[src/hw/cmbi_pkg.sv]
// Package with constants and types for the connection memory block initializer.
package cmbi_pkg;
	localparam logic [23:0] PATTERN_ADDR = 24'h040288;
	localparam logic [23:0] TRIGGER_ADDR = 24'h04028c;
	localparam logic [31:0] START_KEY = 32'h31415926;
	localparam logic [31:0] PATTERN_RESET = 32'h00000000;
	localparam int BUSY_BIT = 0;
	localparam int RESET_BIT = 1;
	localparam int FILL_TIME_NS = 120000;
	localparam int CLK_PERIOD_NS = 40;
	localparam int FILL_CYCLES = FILL_TIME_NS / CLK_PERIOD_NS;
	typedef enum logic [1:0] {
		ST_IDLE = 2'b01,
		ST_FILL = 2'b10
	} cmbi_state_type;
	typedef struct packed {
		logic we;
		logic [14:0] addr;
		logic [31:0] data;
	} cmbi_mem_wr_type;
endpackage

[src/hw/cmbi_addr_seq.sv]
// Address stepper that walks the connection memory once per start.
`timescale 1ns/1ps
`default_nettype none
module cmbi_addr_seq #(
	parameter int ADDR_W = 15
) (
	input wire logic ref_clk,
	input wire logic reset,
	input wire logic start,
	output logic active,
	output logic [ADDR_W-1:0] addr,
	output logic last
);
	logic [ADDR_W-1:0] addr_q;
	logic active_q;
	initial begin
		if (ADDR_W < 1 || ADDR_W > 24) $error("ADDR_W out of range");
	end
	assign last = active_q && (addr_q == {ADDR_W{1'b1}});
	assign active = active_q;
	assign addr = addr_q;
	// Walk addresses in order, stop right after the last one.
	always_ff @(posedge ref_clk) begin
		if (reset) begin
			active_q <= 1'b0;
			addr_q <= '0;
		end else if (active_q) begin
			addr_q <= addr_q + 1'b1;
			if (last) active_q <= 1'b0;
		end else if (start) begin
			active_q <= 1'b1;
			addr_q <= '0;
		end
	end
endmodule
`default_nettype wire

[src/hw/cmbi_top.sv]
// Connection memory block initializer with its two host registers.
`timescale 1ns/1ps
`default_nettype none
module cmbi_top #(
	parameter int ADDR_W = 15
) (
	input wire logic ref_clk,
	input wire logic reset,
	input wire logic host_cs,
	input wire logic host_we,
	input wire logic [23:0] host_addr,
	input wire logic [31:0] host_wdata,
	output logic [31:0] host_rdata,
	input wire logic host_mem_access,
	output logic access_fault_signal,
	output cmbi_pkg::cmbi_mem_wr_type cm_wr,
	output logic tdm_out_en
);
	////////////////////////////////////////////////////////////////////////////////
	logic [31:0] pattern_q;
	logic [31:0] fill_data_q;
	logic reset_init_q;
	logic block_init_q;
	logic [31:0] rdata_q;
	logic seq_active;
	logic seq_last;
	logic [ADDR_W-1:0] seq_addr;
	cmbi_pkg::cmbi_state_type state_q;
	// The write port carries a 15-bit address, so a wider walk cannot be served.
	// A narrower walk is allowed and only shortens the fill, which helps simulation.
	initial begin
		if (ADDR_W < 1 || ADDR_W > 15) $error("ADDR_W out of range");
	end
	// Word decode ignores the two byte-lane bits of the host address.
	wire pat_hit = host_cs && host_addr[23:2] == cmbi_pkg::PATTERN_ADDR[23:2];
	wire trg_hit = host_cs && host_addr[23:2] == cmbi_pkg::TRIGGER_ADDR[23:2];
	wire key_ok = trg_hit && host_we && host_wdata == cmbi_pkg::START_KEY;
	// A start while filling is dropped, so the running fill completes unchanged.
	wire start = key_ok && state_q == cmbi_pkg::ST_IDLE;
	wire boot_start = reset_init_q && state_q == cmbi_pkg::ST_IDLE && !seq_active;
	wire go = start || boot_start;
	wire [31:0] status = {30'h0, reset_init_q, block_init_q};
	cmbi_addr_seq #(.ADDR_W(ADDR_W)) u_seq (
		.ref_clk(ref_clk),
		.reset(reset),
		.start(go),
		.active(seq_active),
		.addr(seq_addr),
		.last(seq_last)
	);
	// Pattern register; the fill uses its own latched copy.
	always_ff @(posedge ref_clk) begin
		if (reset) begin
			pattern_q <= cmbi_pkg::PATTERN_RESET;
		end else if (pat_hit && host_we) begin
			pattern_q <= host_wdata;
		end
	end
	// Latch the pattern at start so later writes cannot corrupt the fill.
	always_ff @(posedge ref_clk) begin
		if (reset) begin
			fill_data_q <= '0;
		end else if (go) begin
			fill_data_q <= pattern_q;
		end
	end
	// Sequencer state and status flags; reset init runs once after reset.
	always_ff @(posedge ref_clk) begin
		if (reset) begin
			state_q <= cmbi_pkg::ST_IDLE;
			reset_init_q <= 1'b1;
			block_init_q <= 1'b0;
		end else begin
			unique case (state_q)
				cmbi_pkg::ST_IDLE: begin
					if (go) begin
						state_q <= cmbi_pkg::ST_FILL;
						block_init_q <= 1'b1;
					end
				end
				cmbi_pkg::ST_FILL: begin
					if (seq_last) begin
						state_q <= cmbi_pkg::ST_IDLE;
						block_init_q <= 1'b0;
						reset_init_q <= 1'b0;
					end
				end
			endcase
		end
	end
	// Read data is registered; unmapped reads give zero.
	always_ff @(posedge ref_clk) begin
		if (reset) begin
			rdata_q <= '0;
		end else if (pat_hit) begin
			rdata_q <= pattern_q;
		end else if (trg_hit) begin
			rdata_q <= status;
		end else begin
			rdata_q <= '0;
		end
	end
	assign host_rdata = rdata_q;
	// Memory write stream; every location gets the latched pattern.
	assign cm_wr.we = state_q == cmbi_pkg::ST_FILL && seq_active;
	assign cm_wr.addr = 15'(seq_addr);
	assign cm_wr.data = fill_data_q;
	// Memory accesses fault while either init runs.
	assign access_fault_signal = host_mem_access && (block_init_q || reset_init_q);
	assign tdm_out_en = !block_init_q;
	////////////////////////////////////////////////////////////////////////////////
	// A key write in idle must start a fill on the next cycle.
	AST_KEY_STARTS: assert property (@(posedge ref_clk) disable iff (reset)
		state_q == cmbi_pkg::ST_IDLE && key_ok && !reset_init_q |=> block_init_q)
		else $error("Key write did not start fill");

	// Without a start the busy flag must stay low.
	AST_BAD_KEY: assert property (@(posedge ref_clk) disable iff (reset)
		state_q == cmbi_pkg::ST_IDLE && !go |=> !block_init_q)
		else $error("Fill started without key");

	// Fill data must not follow pattern writes made during a fill.
	AST_DATA_STABLE: assert property (@(posedge ref_clk) disable iff (reset)
		cm_wr.we && $past(cm_wr.we) |-> $stable(cm_wr.data))
		else $error("Fill data changed mid fill");

	// Consecutive memory writes must hit consecutive addresses.
	AST_ADDR_STEP: assert property (@(posedge ref_clk) disable iff (reset)
		cm_wr.we && $past(cm_wr.we) |-> cm_wr.addr == $past(cm_wr.addr) + 15'h1)
		else $error("Fill address not sequential");

	// Unused status bits must always read zero.
	AST_STATUS_ZERO: assert property (@(posedge ref_clk) disable iff (reset)
		$past(trg_hit) |-> host_rdata[31:2] == 30'h0)
		else $error("Status high bits nonzero");

	// Memory accesses fault during a block init.
	AST_FAULT: assert property (@(posedge ref_clk) disable iff (reset)
		host_mem_access && block_init_q |-> access_fault_signal)
		else $error("No bus error during init");

	// Memory accesses fault during the reset init as well.
	AST_FAULT_BOOT: assert property (@(posedge ref_clk) disable iff (reset)
		host_mem_access && reset_init_q |-> access_fault_signal)
		else $error("No bus error during reset init");

	// Outside both inits a memory access must not fault.
	AST_NO_FAULT: assert property (@(posedge ref_clk) disable iff (reset)
		!block_init_q && !reset_init_q |-> !access_fault_signal)
		else $error("Bus error outside init");

	// The serial outputs must be off while memory is being filled.
	AST_TRISTATE: assert property (@(posedge ref_clk) disable iff (reset)
		cm_wr.we |-> !tdm_out_en)
		else $error("Outputs driven during fill");

	// The serial outputs come back once no block init runs.
	AST_TDM_BACK: assert property (@(posedge ref_clk) disable iff (reset)
		!block_init_q |-> tdm_out_en)
		else $error("Outputs off outside fill");

	// Both progress flags drop right after the last location.
	AST_DONE: assert property (@(posedge ref_clk) disable iff (reset)
		seq_last |=> !block_init_q && !reset_init_q)
		else $error("Status not cleared after last");

	// Leaving reset must launch the boot fill.
	AST_BOOT: assert property (@(posedge ref_clk) $fell(reset) |-> ##1 block_init_q)
		else $error("No fill after reset");

	// A pattern write must land in the pattern register.
	AST_PAT_WRITE: assert property (@(posedge ref_clk) disable iff (reset)
		pat_hit && host_we |=> pattern_q == $past(host_wdata))
		else $error("Pattern write lost");

	// A pattern read returns the stored pattern one cycle later.
	AST_PAT_READ: assert property (@(posedge ref_clk) disable iff (reset)
		pat_hit |=> host_rdata == $past(pattern_q))
		else $error("Pattern read wrong");

	// A trigger read returns the two progress flags.
	AST_STAT_READ: assert property (@(posedge ref_clk) disable iff (reset)
		trg_hit |=> host_rdata[1:0] == $past({reset_init_q, block_init_q}))
		else $error("Status read wrong");

	// A key during a running fill must not restart or reload it.
	AST_KEY_IGNORED: assert property (@(posedge ref_clk) disable iff (reset)
		key_ok && block_init_q && !seq_last |=> block_init_q && $stable(fill_data_q))
		else $error("Running fill disturbed by key");

	// Memory is written only while a block init runs.
	AST_WE_IN_FILL: assert property (@(posedge ref_clk) disable iff (reset)
		cm_wr.we |-> block_init_q)
		else $error("Memory written outside fill");

	// The first write of every fill goes to address zero.
	AST_FIRST_ADDR: assert property (@(posedge ref_clk) disable iff (reset)
		go |=> cm_wr.we && cm_wr.addr == 15'h0)
		else $error("Fill did not start at zero");

	// The fill carries the pattern held at the start edge.
	AST_PAT_LATCH: assert property (@(posedge ref_clk) disable iff (reset)
		go |=> cm_wr.data == $past(pattern_q))
		else $error("Fill data not latched at start");

	// The state register must always hold exactly one state.
	AST_ONEHOT: assert property (@(posedge ref_clk) disable iff (reset)
		$onehot(state_q))
		else $error("State not one-hot");

	// Main scenarios: boot fill, key start, ignored key, faults, mid-fill pattern write.
	COV_BOOT_DONE: cover property (@(posedge ref_clk) $fell(reset_init_q));
	COV_KEY_START: cover property (@(posedge ref_clk) start && !reset_init_q);
	COV_IGNORED: cover property (@(posedge ref_clk) key_ok && block_init_q);
	COV_FAULT: cover property (@(posedge ref_clk) access_fault_signal);
	COV_PAT_MID: cover property (@(posedge ref_clk) pat_hit && host_we && block_init_q);
endmodule
`default_nettype wire

[config.mk]
export PLATFORM = sky130hd
export DESIGN_NAME = cmbi_top
export DESIGN_NICKNAME = d
export VERILOG_FILES = /design/src/hw/cmbi_pkg.sv /design/src/hw/cmbi_addr_seq.sv /design/src/hw/cmbi_top.sv
export SDC_FILE = /design/constraint.sdc
export NUM_CORES = 1
export LEC_CHECK = 0
export ABC_AREA = 1
export BUFFER_PORTS_ARGS = -buffer_cell sky130_fd_sc_hd__buf_2
export CORE_UTILIZATION = 35
export CTS_BUF_LIST = sky130_fd_sc_hd__clkbuf_8
export DETAILED_ROUTE_END_ITERATION = 16
export PLACE_DENSITY_LB_ADDON = 0.15
export SYNTH_ARGS = -nofsm -noshare
export SYNTH_HDL_FRONTEND = slang
export SYNTH_SLANG_ARGS = --single-unit
[constraint.sdc]
create_clock -name ref_clk -period 2.22 [get_ports ref_clk]
set_input_delay 0.444 -clock ref_clk [delete_from_list [all_inputs] [get_ports ref_clk]]
set_output_delay 0.444 -clock ref_clk [all_outputs]
set_load 0.01 [all_outputs]
Yosys cells after proc, flatten, opt, wreduce, memory -nomap -nowiden. Index checks and enable logic that the tools add are counted.

Word-level logic and storage cells: 48. Bits in registers: 116. Bits of input ports: 61.

Multiplexer cells: 13. Reduce and logical (&&, ||, !) cells: 18. Equality and inequality tests: 8. Add/subtract/negate cells: 1.

Operators with widths (number): $eq A22 B17 Y1 const B (2); $eq A32 B30 Y1 const B (1); $mux W32 (1); $mux W15 (2); $add A15 B1 Y15 const B (1); $eq A15 B15 Y1 const B (1); $logic_and A1 B1 Y1 (11); $mux W2 (3); $mux W1 (5); $ne A2 B2 Y1 const B (2); $pmux W2 S2 (1); $reduce_and A2 Y1 (2); $eq A2 B1 Y1 const B (1); $eq A2 B2 Y1 const B (1); $logic_not A1 Y1 (2); $logic_or A1 B1 Y1 (2); $pmux W1 S2 (1); $reduce_bool A2 Y1 (1).

Logic depth before layout (Yosys ltp).
Word-level depth: 8. Depth in mapped cells: 12. Mapped depth without buffers: 12.

Cells and area by module. A second synthesis with hierarchy kept.

Cell total of the unflattened synthesis: 638. Area total of the unflattened synthesis: 4844.6 um2.

By module, submodules not included: cmbi_top (cells each 512, times used 1, seq. area each 1981.9 um2, area an instance 4013.8 um2); cmbi_addr_seq (cells each 126, times used 1, seq. area each 320.3 um2, area an instance 830.8 um2).

Least setup slack after synthesis. OpenSTA, ideal clock, no wires.

Path kind: input to register. Start point: in host_addr[11]. End point: reg fill_data_q[10]. Data required time: 2077 ps. Arrival time: 1548 ps. Setup slack: 528 ps. Stages on the path: 10. Buffers on the path: 1. Cells stage by stage: or2_1 -> nor2_1 -> nand3_2 -> nor2_4 -> nand2_2 -> nand2_4 -> nand2_4 -> buf_6 -> nand2_1 -> a21oi_2.

Word-level cells in the longest chain between the ends: 6.

Ends and longest elaborated chain: from (decl) (RTL line cmbi_top.sv:11) `input wire logic [23:0] host_addr,`; $eq A22 B17 Y1 (RTL line cmbi_top.sv:36) `wire trg_hit = host_cs && host_addr[23:2] == cmbi_pkg::TRIGGER_ADDR[23:2];`; $logic_and A1 B1 Y1 (RTL line cmbi_top.sv:36); $logic_and A1 B1 Y1 (2 in a row) (RTL line cmbi_top.sv:37) `wire key_ok = trg_hit && host_we && host_wdata == cmbi_pkg::START_KEY;`; $logic_and A1 B1 Y1 (RTL line cmbi_top.sv:39) `wire start = key_ok && state_q == cmbi_pkg::ST_IDLE;`; $logic_or A1 B1 Y1 (RTL line cmbi_top.sv:41) `wire go = start || boot_start;`; to (signal assigned) (RTL line cmbi_top.sv:64) `fill_data_q <= pattern_q;`; to (decl) (RTL line cmbi_top.sv:21) `logic [31:0] fill_data_q;`.

No other way between the ends. A chain may end at the register's enable or synchronous reset.

==> impl_metrics.env <==
export IMPL_multiInputGateArea_um2=1880
export IMPL_synth_nets=602
export IMPL_die_area_um2=13600
export IMPL_post_cts_repair_setup_buffers=0
export IMPL_num_vias=3987
export IMPL_power_density_nw_per_um2=792
export IMPL_path_delay_family="flip-flops"
export IMPL_placementRows=41
export IMPL_clkTransAtPathRegs_ns=0.07
export IMPL_grt_first_pass_wirelength_mm=18.2
export IMPL_nets=741
export IMPL_finalSetupViolCount=0
export IMPL_dr_pass1_iters=4
export IMPL_drt_wirelength_per_cell_um=13.4
export IMPL_worstPathMaxFanout=4
export IMPL_p_seq_share_pct=45.5
export IMPL_drive_above_1_share_pct=35.4
export IMPL_fin_tns_setup_ns=0
export IMPL_viasPerCell=4.61
export IMPL_grt_usage_pct=17.9
export IMPL_cellLeakagePower_uw=0.00248
export IMPL_grt_util_met1_pct=21.9
export IMPL_synth_cell_types=30
export IMPL_die_width_um=117
export IMPL_p_sw_share_pct=25.1
export IMPL_synth_seq_cells=115
export IMPL_finalCritPeriodShare_pct=86.0
export IMPL_place_inst=832
export IMPL_ir_worst_vdd_mv=0.381
export IMPL_grt_pass1_vias=3608
export IMPL_syn_area_um2=4600
export IMPL_crit_required_ns=1.78
export IMPL_cts_root_buffer="clkbuf_8"
export IMPL_htree_num_levels=4
export IMPL_dpl_hpwl_mm=7.76
export IMPL_slowest_delay_ns=0.45
export IMPL_layoutNonFillerInstCount=864
export IMPL_period_needed_ns=1.91
export IMPL_seq_area_frac_synth_pct=50.1
export IMPL_io_buffer_count=140
export IMPL_start_kind="flip-flop"
export IMPL_gp_congestion=0.785
export IMPL_path_buf_inv=2
export IMPL_clock_path_buffers=2
export IMPL_cp_data_arrival_time_ns=1.46
export IMPL_tritoncts="yes"
export IMPL_clock_sinks=115
export IMPL_numCtsBuffers=17
export IMPL_start_util_pct=36.1
export IMPL_fmax_mhz=524
export IMPL_postCtsHoldBufs=0
export IMPL_cpMaxStageDelayCell="dfxtp_1"
export IMPL_layout_common_cells="buf_2, dfxtp_1, nor2_1"
export IMPL_tightest_slew_ns=0.546
export IMPL_final_antenna_net_count=0
export IMPL_top_usage_layer="met2"
export IMPL_status="complete, no violations"
export IMPL_antenna_found_initial=0
export IMPL_critPathKind="reg2out"
export IMPL_use_met3_pct=5.71
export IMPL_coreArea_um2=12700
export IMPL_p_total_uw=4630
export IMPL_io_pins=143
export IMPL_drc=0
export IMPL_p_clk_share_pct=45.1
export IMPL_p_sw_uw=1160
export IMPL_ctsResizeCount=0
export IMPL_nFillCells=1320
export IMPL_hp_class="in2reg"
export IMPL_overflow=0
export IMPL_combPwrFrac_pct=9.4
export IMPL_avgSynthCellArea_um2=8.51
export IMPL_slew_headroom_pct=63.6
export IMPL_die_y_um=117
export IMPL_insertion_delay_ns=0.43
export IMPL_cp_cell_sequence="inv_1 -> nor3_1 -> buf_2"
export IMPL_p_int_uw=3470
export IMPL_layout_commonest_cell="buf_2"
export IMPL_drt_iter0_markers=228
export IMPL_fin_worst_skew_ns=0.0100
export IMPL_drt_total_wl_mm=11.6
export IMPL_rsz0062_at_grt="no"
export IMPL_yosys_warnings=0
export IMPL_syn_inst=540
export IMPL_diodes=0
export IMPL_met2_usage_pct=28.8
export IMPL_end_kind="primary output"
export IMPL_regArea_um2=2300
export IMPL_grt_start_max_net_pins=65
export IMPL_hold_viol=0
export IMPL_drv_slew=0
export IMPL_maxCapViolCount=0
export IMPL_syn_to_final_growth_pct=27.2
==> worst register-to-register path, delay by kind of cell (launching register included) <==
family	cells	cell delay, ns
flops	1	0.42
compound gates	1	0.10
simple gates	8	0.95
fa+ha+maj	1	0.19
==> synth_stat cells <==
library cell | n | area share (%)
nand3_1 | 35 | 3.8
ha_1 | 1 | 0.27
nor3_4 | 1 | 0.35
a21oi_1 | 35 | 3.8
nor3_1 | 3 | 0.33
o21a_1 | 2 | 0.33
nand2_2 | 1 | 0.14
xor2_1 | 1 | 0.19
or2_0 | 1 | 0.14
nor2_4 | 1 | 0.24
nand4_1 | 8 | 1.1
nand3_2 | 12 | 2.6
a21oi_2 | 11 | 2.1
nor2_2 | 1 | 0.14
nand2_1 | 81 | 6.6
or2_1 | 1 | 0.14
nor2_1 | 94 | 7.7
inv_1 | 57 | 4.7
o21ai_0 | 8 | 0.87
or2_2 | 1 | 0.14
a21o_1 | 1 | 0.16
nand2_4 | 3 | 0.73
o31ai_1 | 1 | 0.16
a211oi_2 | 32 | 8.7
o21ai_1 | 1 | 0.11
buf_6 | 10 | 2.4
buf_2 | 6 | 0.65
clkbuf_1 | 13 | 1.1
dfxtp_1 | 115 | 50
inv_2 | 3 | 0.24
==> final cells by class <==
| class | count | area share (%) |
|---|---|---|
| inverter | 60 | 3.85 |
| multi-input combinational | 336 | 32.2 |
| clock buffer | 19 | 4.47 |
| timing repair buffer | 149 | 13.6 |
| tap | 172 | 3.68 |
| sequential | 115 | 39.4 |
| clock inverter | 13 | 2.82 |
==> stage by stage <==
stage / setup WS [ns] / hold WS (ns) / util [%] / cell area [µm²]
CTS: 0.271 / 0.268 / 46.0 / 5850
finish: 0.311 / 0.304 / 46.0 / 5850
detailed placement: 0.0596 / 0.451 / 42.6 / 5420
global route: 0.169 / 0.280 / 46.0 / 5850
floorplan: 0.528 / 0.449 / - / 4600
global placement: 0.0797 / 0.449 / 42.6 / 5420
==> path summary, 6_finish.rpt <==
check                                             startpoint                      endpoint  slack, ns  cells after the start
worst max-delay path               block_init_q$_SDFFE_PP0P_                     cm_wr[47]       0.31                      3
worst min-delay path                          host_wdata[14]    pattern_q[14]$_SDFFE_PP0P_       0.30                      3
worst max register to register    u_seq.addr[0]$_SDFFE_PP0P_     reset_init_q$_SDFFE_PP1P_       0.45                     10
worst min register to register  fill_data_q[26]$_SDFFE_PP0P_  fill_data_q[26]$_SDFFE_PP0P_       0.46                      2
==> cell families after synthesis <==
group           synth area share [%]
simple gates                    24.1
flops                           50.1
compound gates                  16.2
buf+inv                         9.06
xor+xnor                       0.191
fa+ha+maj                      0.272
==> state kept, by name, indices dropped and copies added, names as in the netlist <==
name	flops
host_rdata	32
pattern_q	32
block_init_q	1
reset_init_q	1
u_seq.addr	15
fill_data_q	32
u_seq.active	1
state_q	1
==> power by group through the flow <==
stage	clock network, µW	logic (µW)	registers, µW
final	2090	437	2110
after CTS	2150	440	2100
after global routing	2230	481	2110
after detailed placement	0	441	2150
after global placement	0	438	2150
after floorplan	0	291	2140
==> metal layers <==
metal	part of all wire (%)	vias up
met4	1.7	0
li1	-	2030
met2	46	113
met3	6.3	14
met5	0	-
met1	46	1830
Note: power is estimated with default switching activity, not from simulation.
